$ cat src/ccp_pkg.sv
// Purpose: shared constants and carriers for clock and power control
// Assumes: 125 MHz system clock, APB register access
// Notes:   printed offsets are register indices; byte address is 4x
package ccp_pkg;

	localparam int unsigned CCP_ADDR_W = 20;

	// register indices as printed; byte address is four times the index
	localparam logic [17:0] CCP_IDX_CLK_RATIO  = 18'h0_008f;
	localparam logic [17:0] CCP_IDX_FLASH_PULSE = 18'h0_fff2;
	localparam logic [17:0] CCP_IDX_POWER_CTRL = 18'h0_0100;

	// clock_ratio_and_gating fields
	localparam int unsigned CCP_OSC_DIS_BIT  = 7;
	localparam int unsigned CCP_KPD_DIS_BIT  = 6;
	localparam int unsigned CCP_CARD_DIS_BIT = 5;
	localparam int unsigned CCP_MULT_LSB     = 0;
	localparam int unsigned CCP_MULT_W       = 3;
	localparam logic [7:0]  CCP_CLK_RATIO_RST = 8'h0a;
	localparam logic [7:0]  CCP_CLK_RATIO_WMASK = 8'he7;

	// flash_read_pulse_control fields
	localparam int unsigned CCP_PASS_BIT      = 5;
	localparam int unsigned CCP_LONG_BIT      = 4;
	localparam logic [7:0]  CCP_FLASH_PULSE_RST = 8'h10;
	localparam logic [7:0]  CCP_FLASH_PULSE_WMASK = 8'h30;

	// power control register fields
	localparam int unsigned CCP_POWER_DOWN_BIT_BIT   = 0;
	localparam int unsigned CCP_OFF_ACK_BIT = 1;
	localparam int unsigned CCP_OFF_REQ_BIT = 2;
	localparam int unsigned CCP_VBUS_BIT    = 3;
	localparam int unsigned CCP_STATE_LSB   = 4;
	localparam logic [7:0]  CCP_POWER_CTRL_RST = 8'h00;

	// ratio: vco = crystal * (2 * count + 4)
	localparam logic [4:0]  CCP_RATIO_MUL  = 5'h02;
	localparam logic [4:0]  CCP_RATIO_BASE = 5'h04;

	// timing
	localparam int unsigned CCP_CLK_PERIOD_NS = 8;
	localparam int unsigned CCP_READ_SHORT_NS = 40;
	localparam int unsigned CCP_READ_LONG_NS  = 66;
	localparam int unsigned CCP_READ_SHORT_CYC =
		(CCP_READ_SHORT_NS / CCP_CLK_PERIOD_NS < 1) ? 1 :
		CCP_READ_SHORT_NS / CCP_CLK_PERIOD_NS;
	localparam int unsigned CCP_READ_LONG_CYC =
		(CCP_READ_LONG_NS / CCP_CLK_PERIOD_NS < 1) ? 1 :
		CCP_READ_LONG_NS / CCP_CLK_PERIOD_NS;
	localparam int unsigned CCP_DEBOUNCE_MS = 50;
	localparam int unsigned CCP_DEBOUNCE_CYC =
		(CCP_DEBOUNCE_MS * 1000000 + CCP_CLK_PERIOD_NS - 1) /
		CCP_CLK_PERIOD_NS;
	localparam int unsigned CCP_POR_CYC = 16;

	typedef enum logic [1:0] {
		CCP_PWR_OFF   = 2'b00,
		CCP_PWR_ON    = 2'b01,
		CCP_PWR_DEACT = 2'b11,
		CCP_PWR_DOWN  = 2'b10
	} ccp_pwr_state_t;

	typedef struct packed {
		logic                  psel;
		logic                  penable;
		logic                  pwrite;
		logic [CCP_ADDR_W-1:0] paddr;
		logic [31:0]           pwdata;
	} ccp_apb_req_t;

	typedef struct packed {
		logic [31:0] prdata;
		logic        pready;
		logic        pslverr;
	} ccp_apb_rsp_t;

	typedef struct packed {
		logic       osc_pll_run;
		logic       keypad_clk_en;
		logic       card_clk_en;
		logic       card_detect_en;
		logic [2:0] pll_multiplier_count;
		logic [4:0] vco_ratio;
	} ccp_clk_ctrl_t;

	typedef struct packed {
		logic vdd_enable;
		logic analog_enable;
		logic por_active;
		logic off_req;
		logic card_deactivate;
	} ccp_pwr_ctrl_t;

endpackage : ccp_pkg

$ cat src/ccp_clock_power_ctrl.sv
// Purpose: clock ratio, clock gating and power on/off control
// Assumes: APB slave, zero wait state; switch input active low
// Notes:   rst_b stands for first application of power
//
// Register access over APB was left to the implementer.
`timescale 1ns/1ps
module ccp_clock_power_ctrl
	import ccp_pkg::*;
#(
	parameter int unsigned DEBOUNCE_CYC = ccp_pkg::CCP_DEBOUNCE_CYC,
	parameter int unsigned POR_CYC      = ccp_pkg::CCP_POR_CYC
) (
	input  wire logic           clk,
	input  wire logic           rst_b,
	input  ccp_pkg::ccp_apb_req_t apb_req,
	output ccp_pkg::ccp_apb_rsp_t apb_rsp,
	input  wire logic           power_switch_b,
	input  wire logic           bus_power_present,
	input  wire logic           wake_event,
	input  wire logic           card_active,
	input  wire logic           flash_read_in,
	output logic                flash_read_out,
	output ccp_pkg::ccp_clk_ctrl_t clk_ctrl,
	output ccp_pkg::ccp_pwr_ctrl_t pwr_ctrl
);
	import ccp_pkg::*;

	localparam int unsigned DW = $clog2(DEBOUNCE_CYC + 1);
	localparam logic [DW-1:0] DEB_LAST = DW'(DEBOUNCE_CYC - 1);
	localparam int unsigned PW = $clog2(POR_CYC + 1);
	localparam logic [PW-1:0] POR_LOAD = PW'(POR_CYC);

	// register state
	logic [7:0]     clk_ratio_q;
	logic [7:0]     flash_pulse_q;
	logic           power_down_q;
	logic           off_ack_q;
	ccp_pwr_state_t state_q;
	ccp_pwr_state_t state_d;
	logic           off_req_q;
	logic [DW-1:0]  deb_cnt_q;
	logic           sw_armed_q;
	logic           deb_done;
	logic [PW-1:0]  por_cnt_q;
	ccp_apb_rsp_t   rsp_q;
	ccp_clk_ctrl_t  clk_ctrl_q;
	ccp_pwr_ctrl_t  pwr_ctrl_q;

	// bus decode
	logic [17:0] idx;
	logic        hit_ratio;
	logic        hit_pulse;
	logic        hit_power;
	logic        mapped;
	logic        setup;
	logic        wr_go;
	logic        powered;
	logic [7:0]  power_rd;

	assign idx       = apb_req.paddr[CCP_ADDR_W-1:2];
	assign hit_ratio = (idx == CCP_IDX_CLK_RATIO);
	assign hit_pulse = (idx == CCP_IDX_FLASH_PULSE);
	assign hit_power = (idx == CCP_IDX_POWER_CTRL);
	assign mapped    = hit_ratio | hit_pulse | hit_power;
	assign setup     = apb_req.psel & ~apb_req.penable;
	// writes land at the completing edge only; pready is high there
	// writes while unpowered are dropped so no stale ack survives
	assign wr_go     = apb_req.psel & apb_req.penable & apb_req.pwrite &
	                   rsp_q.pready & mapped & powered;
	// logic supply present: anything but the off state
	assign powered   = (state_q != CCP_PWR_OFF);

	assign power_rd = {2'b00, state_q, bus_power_present, off_req_q,
	                   off_ack_q, power_down_q};

	// APB answer: computed in setup, presented through the access phase
	always_ff @(posedge clk or negedge rst_b) begin
		if (!rst_b) begin
			rsp_q <= '0;
		end else if (setup) begin
			rsp_q.pready  <= 1'b1;
			rsp_q.pslverr <= ~mapped;
			rsp_q.prdata  <= 32'h0000_0000;
			if (!apb_req.pwrite) begin
				if (hit_ratio) begin
					rsp_q.prdata <= {24'h00_0000, clk_ratio_q};
				end else if (hit_pulse) begin
					rsp_q.prdata <= {24'h00_0000, flash_pulse_q};
				end else if (hit_power) begin
					rsp_q.prdata <= {24'h00_0000, power_rd};
				end
			end
		end else begin
			rsp_q.pready  <= 1'b0;
			rsp_q.pslverr <= 1'b0;
		end
	end

	// clock ratio and gating register; reinitialised while unpowered
	always_ff @(posedge clk or negedge rst_b) begin
		if (!rst_b) begin
			clk_ratio_q <= CCP_CLK_RATIO_RST;
		end else if (!powered) begin
			clk_ratio_q <= CCP_CLK_RATIO_RST;
		end else if (wr_go && hit_ratio) begin
			clk_ratio_q <= apb_req.pwdata[7:0] & CCP_CLK_RATIO_WMASK;
		end
	end

	always_ff @(posedge clk or negedge rst_b) begin
		if (!rst_b) begin
			flash_pulse_q <= CCP_FLASH_PULSE_RST;
		end else if (!powered) begin
			flash_pulse_q <= CCP_FLASH_PULSE_RST;
		end else if (wr_go && hit_pulse) begin
			flash_pulse_q <= apb_req.pwdata[7:0] & CCP_FLASH_PULSE_WMASK;
		end
	end

	// power-down: software sets, wake event clears; the set wins
	always_ff @(posedge clk or negedge rst_b) begin
		if (!rst_b) begin
			power_down_q <= 1'b0;
		end else if (!powered) begin
			power_down_q <= 1'b0;
		end else if (wr_go && hit_power &&
		             apb_req.pwdata[CCP_POWER_DOWN_BIT_BIT]) begin
			power_down_q <= 1'b1;
		end else if (wr_go && hit_power) begin
			power_down_q <= 1'b0;
		end else if (wake_event) begin
			power_down_q <= 1'b0;
		end
	end

	// acknowledge is write-one; it stays until the shutdown is done or bus power is seen in the on state
	always_ff @(posedge clk or negedge rst_b) begin
		if (!rst_b) begin
			off_ack_q <= 1'b0;
		end else if (wr_go && hit_power &&
		             apb_req.pwdata[CCP_OFF_ACK_BIT]) begin
			off_ack_q <= 1'b1;
		end else if (state_q == CCP_PWR_OFF ||
		             (state_q == CCP_PWR_ON && bus_power_present)) begin
			off_ack_q <= 1'b0;
		end
	end

	// switch debounce; a press that turned us on must be released
	// before it can count as a shutdown request
	always_ff @(posedge clk or negedge rst_b) begin
		if (!rst_b) begin
			deb_cnt_q <= '0;
		end else if (power_switch_b || !sw_armed_q ||
		             bus_power_present) begin
			deb_cnt_q <= '0;
		end else if (deb_cnt_q != DEB_LAST) begin
			deb_cnt_q <= deb_cnt_q + DW'(1);
		end
	end

	assign deb_done = sw_armed_q && !power_switch_b &&
	                  !bus_power_present && (deb_cnt_q == DEB_LAST);

	always_ff @(posedge clk or negedge rst_b) begin
		if (!rst_b) begin
			sw_armed_q <= 1'b1;
		end else if (power_switch_b) begin
			sw_armed_q <= 1'b1;
		end else if (deb_done) begin
			sw_armed_q <= 1'b0;
		end
	end

	// power state machine
	always_comb begin
		state_d = state_q;
		case (state_q)
			CCP_PWR_OFF: begin
				if (bus_power_present) begin
					state_d = CCP_PWR_ON;
				end else if (deb_done) begin
					state_d = CCP_PWR_ON;
				end
			end
			CCP_PWR_ON: begin
				if (off_ack_q && !bus_power_present) begin
					state_d = CCP_PWR_DEACT;
				end
			end
			CCP_PWR_DEACT: begin
				// card sequencer must finish before supplies drop
				if (bus_power_present) begin
					state_d = CCP_PWR_ON;
				end else if (!card_active) begin
					state_d = CCP_PWR_DOWN;
				end
			end
			CCP_PWR_DOWN: begin
				state_d = bus_power_present ? CCP_PWR_ON : CCP_PWR_OFF;
			end
			default: begin
				state_d = CCP_PWR_OFF;
			end
		endcase
	end

	always_ff @(posedge clk or negedge rst_b) begin
		if (!rst_b) begin
			state_q <= CCP_PWR_OFF;
		end else begin
			state_q <= state_d;
		end
	end

	// held shutdown request; release of the switch does not clear it
	always_ff @(posedge clk or negedge rst_b) begin
		if (!rst_b) begin
			off_req_q <= 1'b0;
		end else if (state_q == CCP_PWR_ON && deb_done) begin
			off_req_q <= 1'b1;
		end else if (state_q == CCP_PWR_OFF) begin
			off_req_q <= 1'b0;
		end
	end

	// power-on reset window after each off to on step
	always_ff @(posedge clk or negedge rst_b) begin
		if (!rst_b) begin
			por_cnt_q <= '0;
		end else if (state_q == CCP_PWR_OFF && state_d == CCP_PWR_ON) begin
			por_cnt_q <= POR_LOAD;
		end else if (por_cnt_q != '0) begin
			por_cnt_q <= por_cnt_q - PW'(1);
		end
	end

	// clock outputs, all registered
	always_ff @(posedge clk or negedge rst_b) begin
		if (!rst_b) begin
			clk_ctrl_q <= '0;
		end else begin
			clk_ctrl_q.osc_pll_run <= powered &&
				!clk_ratio_q[CCP_OSC_DIS_BIT] &&
				!power_down_q;
			clk_ctrl_q.keypad_clk_en <= powered &&
				!clk_ratio_q[CCP_KPD_DIS_BIT] && !power_down_q;
			clk_ctrl_q.card_clk_en <= powered &&
				!clk_ratio_q[CCP_CARD_DIS_BIT] && !power_down_q;
			// detection ignores the card clock gate
			clk_ctrl_q.card_detect_en <= powered;
			clk_ctrl_q.pll_multiplier_count <=
				clk_ratio_q[CCP_MULT_LSB +: CCP_MULT_W];
			clk_ctrl_q.vco_ratio <=
				CCP_RATIO_MUL * {2'b00,
				clk_ratio_q[CCP_MULT_LSB +: CCP_MULT_W]} +
				CCP_RATIO_BASE;
		end
	end

	// power outputs, all registered
	always_ff @(posedge clk or negedge rst_b) begin
		if (!rst_b) begin
			pwr_ctrl_q <= '0;
		end else begin
			pwr_ctrl_q.vdd_enable      <= powered;
			pwr_ctrl_q.analog_enable   <= (state_q == CCP_PWR_ON) ||
			                              (state_q == CCP_PWR_DEACT);
			pwr_ctrl_q.por_active      <= (por_cnt_q != '0);
			pwr_ctrl_q.off_req         <= off_req_q;
			pwr_ctrl_q.card_deactivate <= (state_q == CCP_PWR_DEACT) &&
			                              card_active;
		end
	end

	// flash read one-shot; idle while the logic supply is off
	ccp_read_shortener #(
		.SHORT_CYC (CCP_READ_SHORT_CYC),
		.LONG_CYC  (CCP_READ_LONG_CYC)
	) u_ccp_read_shortener (
		.clk         (clk),
		.rst_b       (rst_b),
		.read_in     (flash_read_in & powered),
		.passthrough (flash_pulse_q[CCP_PASS_BIT]),
		.long_sel    (flash_pulse_q[CCP_LONG_BIT]),
		.read_out    (flash_read_out)
	);

	assign apb_rsp  = rsp_q;
	assign clk_ctrl = clk_ctrl_q;
	assign pwr_ctrl = pwr_ctrl_q;

endmodule : ccp_clock_power_ctrl

$ cat src/ccp_read_shortener.sv
// Purpose: one-shot that trims the flash read strobe to a fixed width
// Assumes: read strobe synchronous to clk
// Notes:   width counts are whole clock cycles
`timescale 1ns/1ps
module ccp_read_shortener #(
	parameter int unsigned SHORT_CYC = 5,
	parameter int unsigned LONG_CYC  = 8
) (
	input  wire logic clk,
	input  wire logic rst_b,
	input  wire logic read_in,
	input  wire logic passthrough,
	input  wire logic long_sel,
	output logic      read_out
);
	localparam int unsigned CW = $clog2(LONG_CYC + 1);
	localparam logic [CW-1:0] SHORT_LOAD = CW'(SHORT_CYC - 1);
	localparam logic [CW-1:0] LONG_LOAD  = CW'(LONG_CYC - 1);

	logic          read_prev_q;
	logic [CW-1:0] cnt_q;
	logic          out_q;

	always_ff @(posedge clk or negedge rst_b) begin
		if (!rst_b) begin
			read_prev_q <= 1'b0;
		end else begin
			read_prev_q <= read_in;
		end
	end

	always_ff @(posedge clk or negedge rst_b) begin
		if (!rst_b) begin
			out_q <= 1'b0;
			cnt_q <= '0;
		end else if (passthrough) begin
			out_q <= read_in;
			cnt_q <= '0;
		end else if (!read_in) begin
			// never stretches past the source strobe
			out_q <= 1'b0;
			cnt_q <= '0;
		end else if (!read_prev_q) begin
			out_q <= 1'b1;
			cnt_q <= long_sel ? LONG_LOAD : SHORT_LOAD;
		end else if (cnt_q != '0) begin
			cnt_q <= cnt_q - CW'(1);
		end else begin
			out_q <= 1'b0;
		end
	end

	assign read_out = out_q;

endmodule : ccp_read_shortener
$ cat config.mk
export PLATFORM = sky130hd
export DESIGN_NAME = ccp_clock_power_ctrl
export DESIGN_NICKNAME = d
export VERILOG_FILES = /design/src/ccp_pkg.sv /design/src/ccp_clock_power_ctrl.sv /design/src/ccp_read_shortener.sv
export SDC_FILE = /design/constraint.sdc
export NUM_CORES = 1
export LEC_CHECK = 0
export BUFFER_PORTS_ARGS = -buffer_cell sky130_fd_sc_hd__buf_2
export CAP_MARGIN = 20
export CORE_ASPECT_RATIO = 1.75
export CORE_MARGIN = 8
export CORE_UTILIZATION = 54
export CTS_CLUSTER_SIZE = 24
export DETAILED_ROUTE_END_ITERATION = 8
export PLACE_DENSITY_LB_ADDON = 0.1
export SYNTH_ARGS = -nofsm -noshare
export SYNTH_HDL_FRONTEND = slang
export SYNTH_SLANG_ARGS = --single-unit
$ cat constraint.sdc
create_clock -name clk -period 3.4 [get_ports clk]
set_clock_uncertainty 0.05 [all_clocks]
set_input_delay 0.34 -clock clk [delete_from_list [all_inputs] [get_ports clk]]
set_output_delay 0.34 -clock clk [all_outputs]
set_load 0.05 [all_outputs]
==> results by group <==
Setup path
  – WS Path Type: flip-flop to flip-flop
  – Crit. End Element: flip-flop
  – Critical path required time: 3570 ps
  – Buf+Inv Stages, Crit Path: 0
  – CP max FO: 7
  – Crit path cell chain: ha_1, nand3_1, nor3_1, nand4_1, xor2_1, nor2_1
  – Crit path max-delay family: simple AND/OR/NAND/NOR gates
  – Highest-delay cell along the critical path: nor3_1
  – CP arrival: 2420 ps
  – Slowest stage delay, CP: 820 ps
  – Worst setup SP type: flip-flop
  – Reg2Reg Setup Slack: 1150 ps

STA
  – Max_slew headroom: 38.02%
  – RSZ-0062 raised after global routing: no
  – Final count of hold timing violations: 0
  – Crit path time final: ~2300 ps
  – Max Clk Rate: 444.1 MHz
  – Period utilization: 66.22%
  – Setup-failing EPs final: 0
  – Slew Viols, Final: 0
  – Worst-Margin Slew: about 900 ps
  – Setup TNS: 0 ps

CTS
  – CTS Sinks: 73
  – Setup Buffers After CTS: 0
  – Clock latency on the worst-skew pair: 340 ps
  – H-tree depth: 3
  – Clock slew at reported path FFs: 80 ps
  – Num CTS Buffers: 9
  – Gates resized, CTS repair: 0
  – Root Driver: clkbuf_8
  – Hold buffers post-CTS: 0
  – Maximum clock path buffer count: 2
  – CTS tree: done

Route
  – Drt total wl: 7649 microns
  – Starting DRC count in detailed routing: ~140
  – DRC viols: 0
  – Vias: 2,590
  – Drt pass-1 iters: 4
  – ANT nets after route: 0
  – DR vias/cell: 5.264
  – DR WL/cell: 15.55 microns

Place
  – HPWL Detailed: 5687 microns
  – Placed Instance Area: 0.003732 sq mm
  – Gpl congestion: around 0.8
  – Port Buffers: 61

Synth
  – Cell Area, Synth: 0.003463 sq mm
  – Synth Instances: 344
  – Yosys warns: 0
  – Flops & latches, synth: 73
  – Syn_area_per_cell: 10.07 sq um
  – Library cells used by synthesis: 50
  – Post-synthesis sequential area ratio: 52.89%
  – Synth Flop Type: dfrtp_1
  – Post-synth EDFFs: 0
  – FFs w/ async S/R, synth: 100.0%

Power
  – Worst IR Drop VDD: 377.0 uV
  – Static leakage: about 1.9 nW
  – Power density over cell area: 501.2 mW/mm^2

Global routing
  – Pin count of the biggest net entering global routing: 74
  – Initial antenna violation count: 0
  – Global-route wire length before repair: 12,940 microns
  – Vias in the first global route: 2,697
  – Total track usage: 17.02%
  – Gr ovfl total: 0

Die
  – Row count: 38
  – Starting Density: 55.60%
  – Number of placed I/O pins: 114
  – Core area: approximately 0.0062 sq mm
  – Die W: approximately 77 microns
  – Die ar.: 0.009333 sq mm
  – Die Ht: 121.9 microns

Finish
  – Design Area, Final: 0.003931 sq mm
  – Nets: 474
  – Layout cells sized above 1: about a fifth
  – Area delta synth->final: 13.51%
  – Most common cell after layout, fill and taps aside: dfrtp_1
  – Commonest non-fill, non-tap cells in the layout: dfrtp_1, buf_2, nor2_1
  – Antenna cells: 0

Min path
  – Worst Hold Class: primary input to flip-flop

Status
  – Status: complete, no violations

Run
  – Maxcap violations: 0
-- area by class of cell --
| cell class | count | area, sq um |
|---|---|---|
| Tap cell | 80 | 100.1 |
| Timing Repair Buffer | 63 | 320.3 |
| Clock buffer | 13 | 158.9 |
| Fill cell | 534 | 2297 |
| Inverter | 14 | 52.55 |
| Clock inverter | 3 | 40.04 |
| Multi-Input combinational cell | 246 | 1428 |
| Sequential cell | 73 | 1832 |
-- logic make-up (layout without fill, tap and decap cells) --
| logic type | Yosys count | after routing | share of synthesized area, % |
|---|---|---|---|
| compound gates | 42 | 42 | 8.201 |
| xor+xnor | 22 | 22 | 5.564 |
| fa+ha+maj | 5 | 5 | 1.806 |
| buf+inv | 49 | 93 | 8.490 |
| flops | 73 | 73 | 52.89 |
| mux | 2 | 2 | 0.5781 |
| other cells | 1 | 25 | 0.1083 |
| simple gates | 150 | 150 | 22.36 |
-- synth_stat cells, drive strengths merged (2+ instances only) --
library cell / count / area, sq um
dfrtp: 69 / 1727
nor2: 39 / 153.9
buf: 29 / 219.0
nand2: 29 / 108.9
nand3: 16 / 80.08
inv: 14 / 52.55
xor2: 13 / 113.9
nor3: 12 / 60.06
o21ai: 12 / 60.06
and3: 10 / 63.81
nand4: 9 / 56.30
xnor2: 9 / 78.83
a21oi: 7 / 35.03
and2: 7 / 43.79
clkbuf: 6 / 22.52
or3: 6 / 42.54
ha: 5 / 62.56
a221o: 4 / 40.04
dfstp: 4 / 105.1
nor4: 4 / 25.02
a22o: 3 / 26.28
a31oi: 3 / 18.77
nor4b: 3 / 26.28
o21a: 3 / 22.52
mux2i: 2 / 20.02
nand2b: 2 / 12.51
nand3b: 2 / 15.01
nor2b: 2 / 12.51
nor3b: 2 / 15.01
o211ai: 2 / 15.01
or4: 2 / 15.01
-- power breakdown --
part           total (W)  switching, W  leakage [nW]  internal [W]
clock network   0.000674      0.000297         0.103      0.000377
registers       0.000958     0.0000354         0.935      0.000923
logic           0.000338      0.000233         0.848      0.000105
-- registers in the layout, summed over array words and instances, names as in the netlist --
register,cells
u_ccp_read_shortener.cnt_q,4
off_ack_q,1
por_cnt_q,5
clk_ctrl,9
clk_ratio_q,7
pwr_ctrl,5
deb_cnt_q,23
u_ccp_read_shortener.read_prev_q,1
sw_armed_q,1
apb_rsp,10
off_req_q,1
power_down_q,1
u_ccp_read_shortener.read_out,1
flash_pulse_q,2
state_q,2
-- through the flow --
step           setup slack [ps]  power, W  hold slack (ps)  util [%]  cells
2_1_floorplan              1611  0.001246           -5.591         -    368
3_3_place_gp               1196  0.001304            344.8     59.92    476
3_5_place_dp               1158  0.001313            340.6     59.92    476
4_1_cts                    1143  0.001987            141.0     63.12    492
5_1_grt                   902.0  0.002073            143.5     63.12    492
6_report                   1148  0.001971            154.3     63.12    492
-- metal layers --
metal / vias up / global-route usage (%) / part of all wire [%] / routed length [microns]
met4: 0 / 7.506 / 1.9 / 142
met1: 1258 / 18.17 / 40 / 3031
met3: 11 / 5.088 / 4.7 / 363
met2: 61 / 30.37 / 54 / 4111
met5: - / 0 / 0 / 0
li1: 1260 / - / - / -
-- final timing paths --
check | start | to | cells past startpoint
max | deb_cnt_q[1] | deb_cnt_q[12] | 6
min | apb_req[2] | clk_ratio_q[2] | 3
max reg2reg | deb_cnt_q[1] | deb_cnt_q[12] | 6
min reg2reg | off_req_q | pwr_ctrl[1] | 0
max in group asynchronous | rst_b | apb_rsp[2] | 2
min in group asynchronous | rst_b | deb_cnt_q[20] | 2
-- worst register-to-register path, delay by kind of cell (launching register included) --
family / cells / cell delay (ps)
AND/OR/NAND/NOR: 4 / 1290
flip-flops: 1 / 400
adder cells (fa/ha/maj): 1 / 220
XOR/XNOR: 1 / 180
No activity file was read; power rests on OpenSTA's default activity.
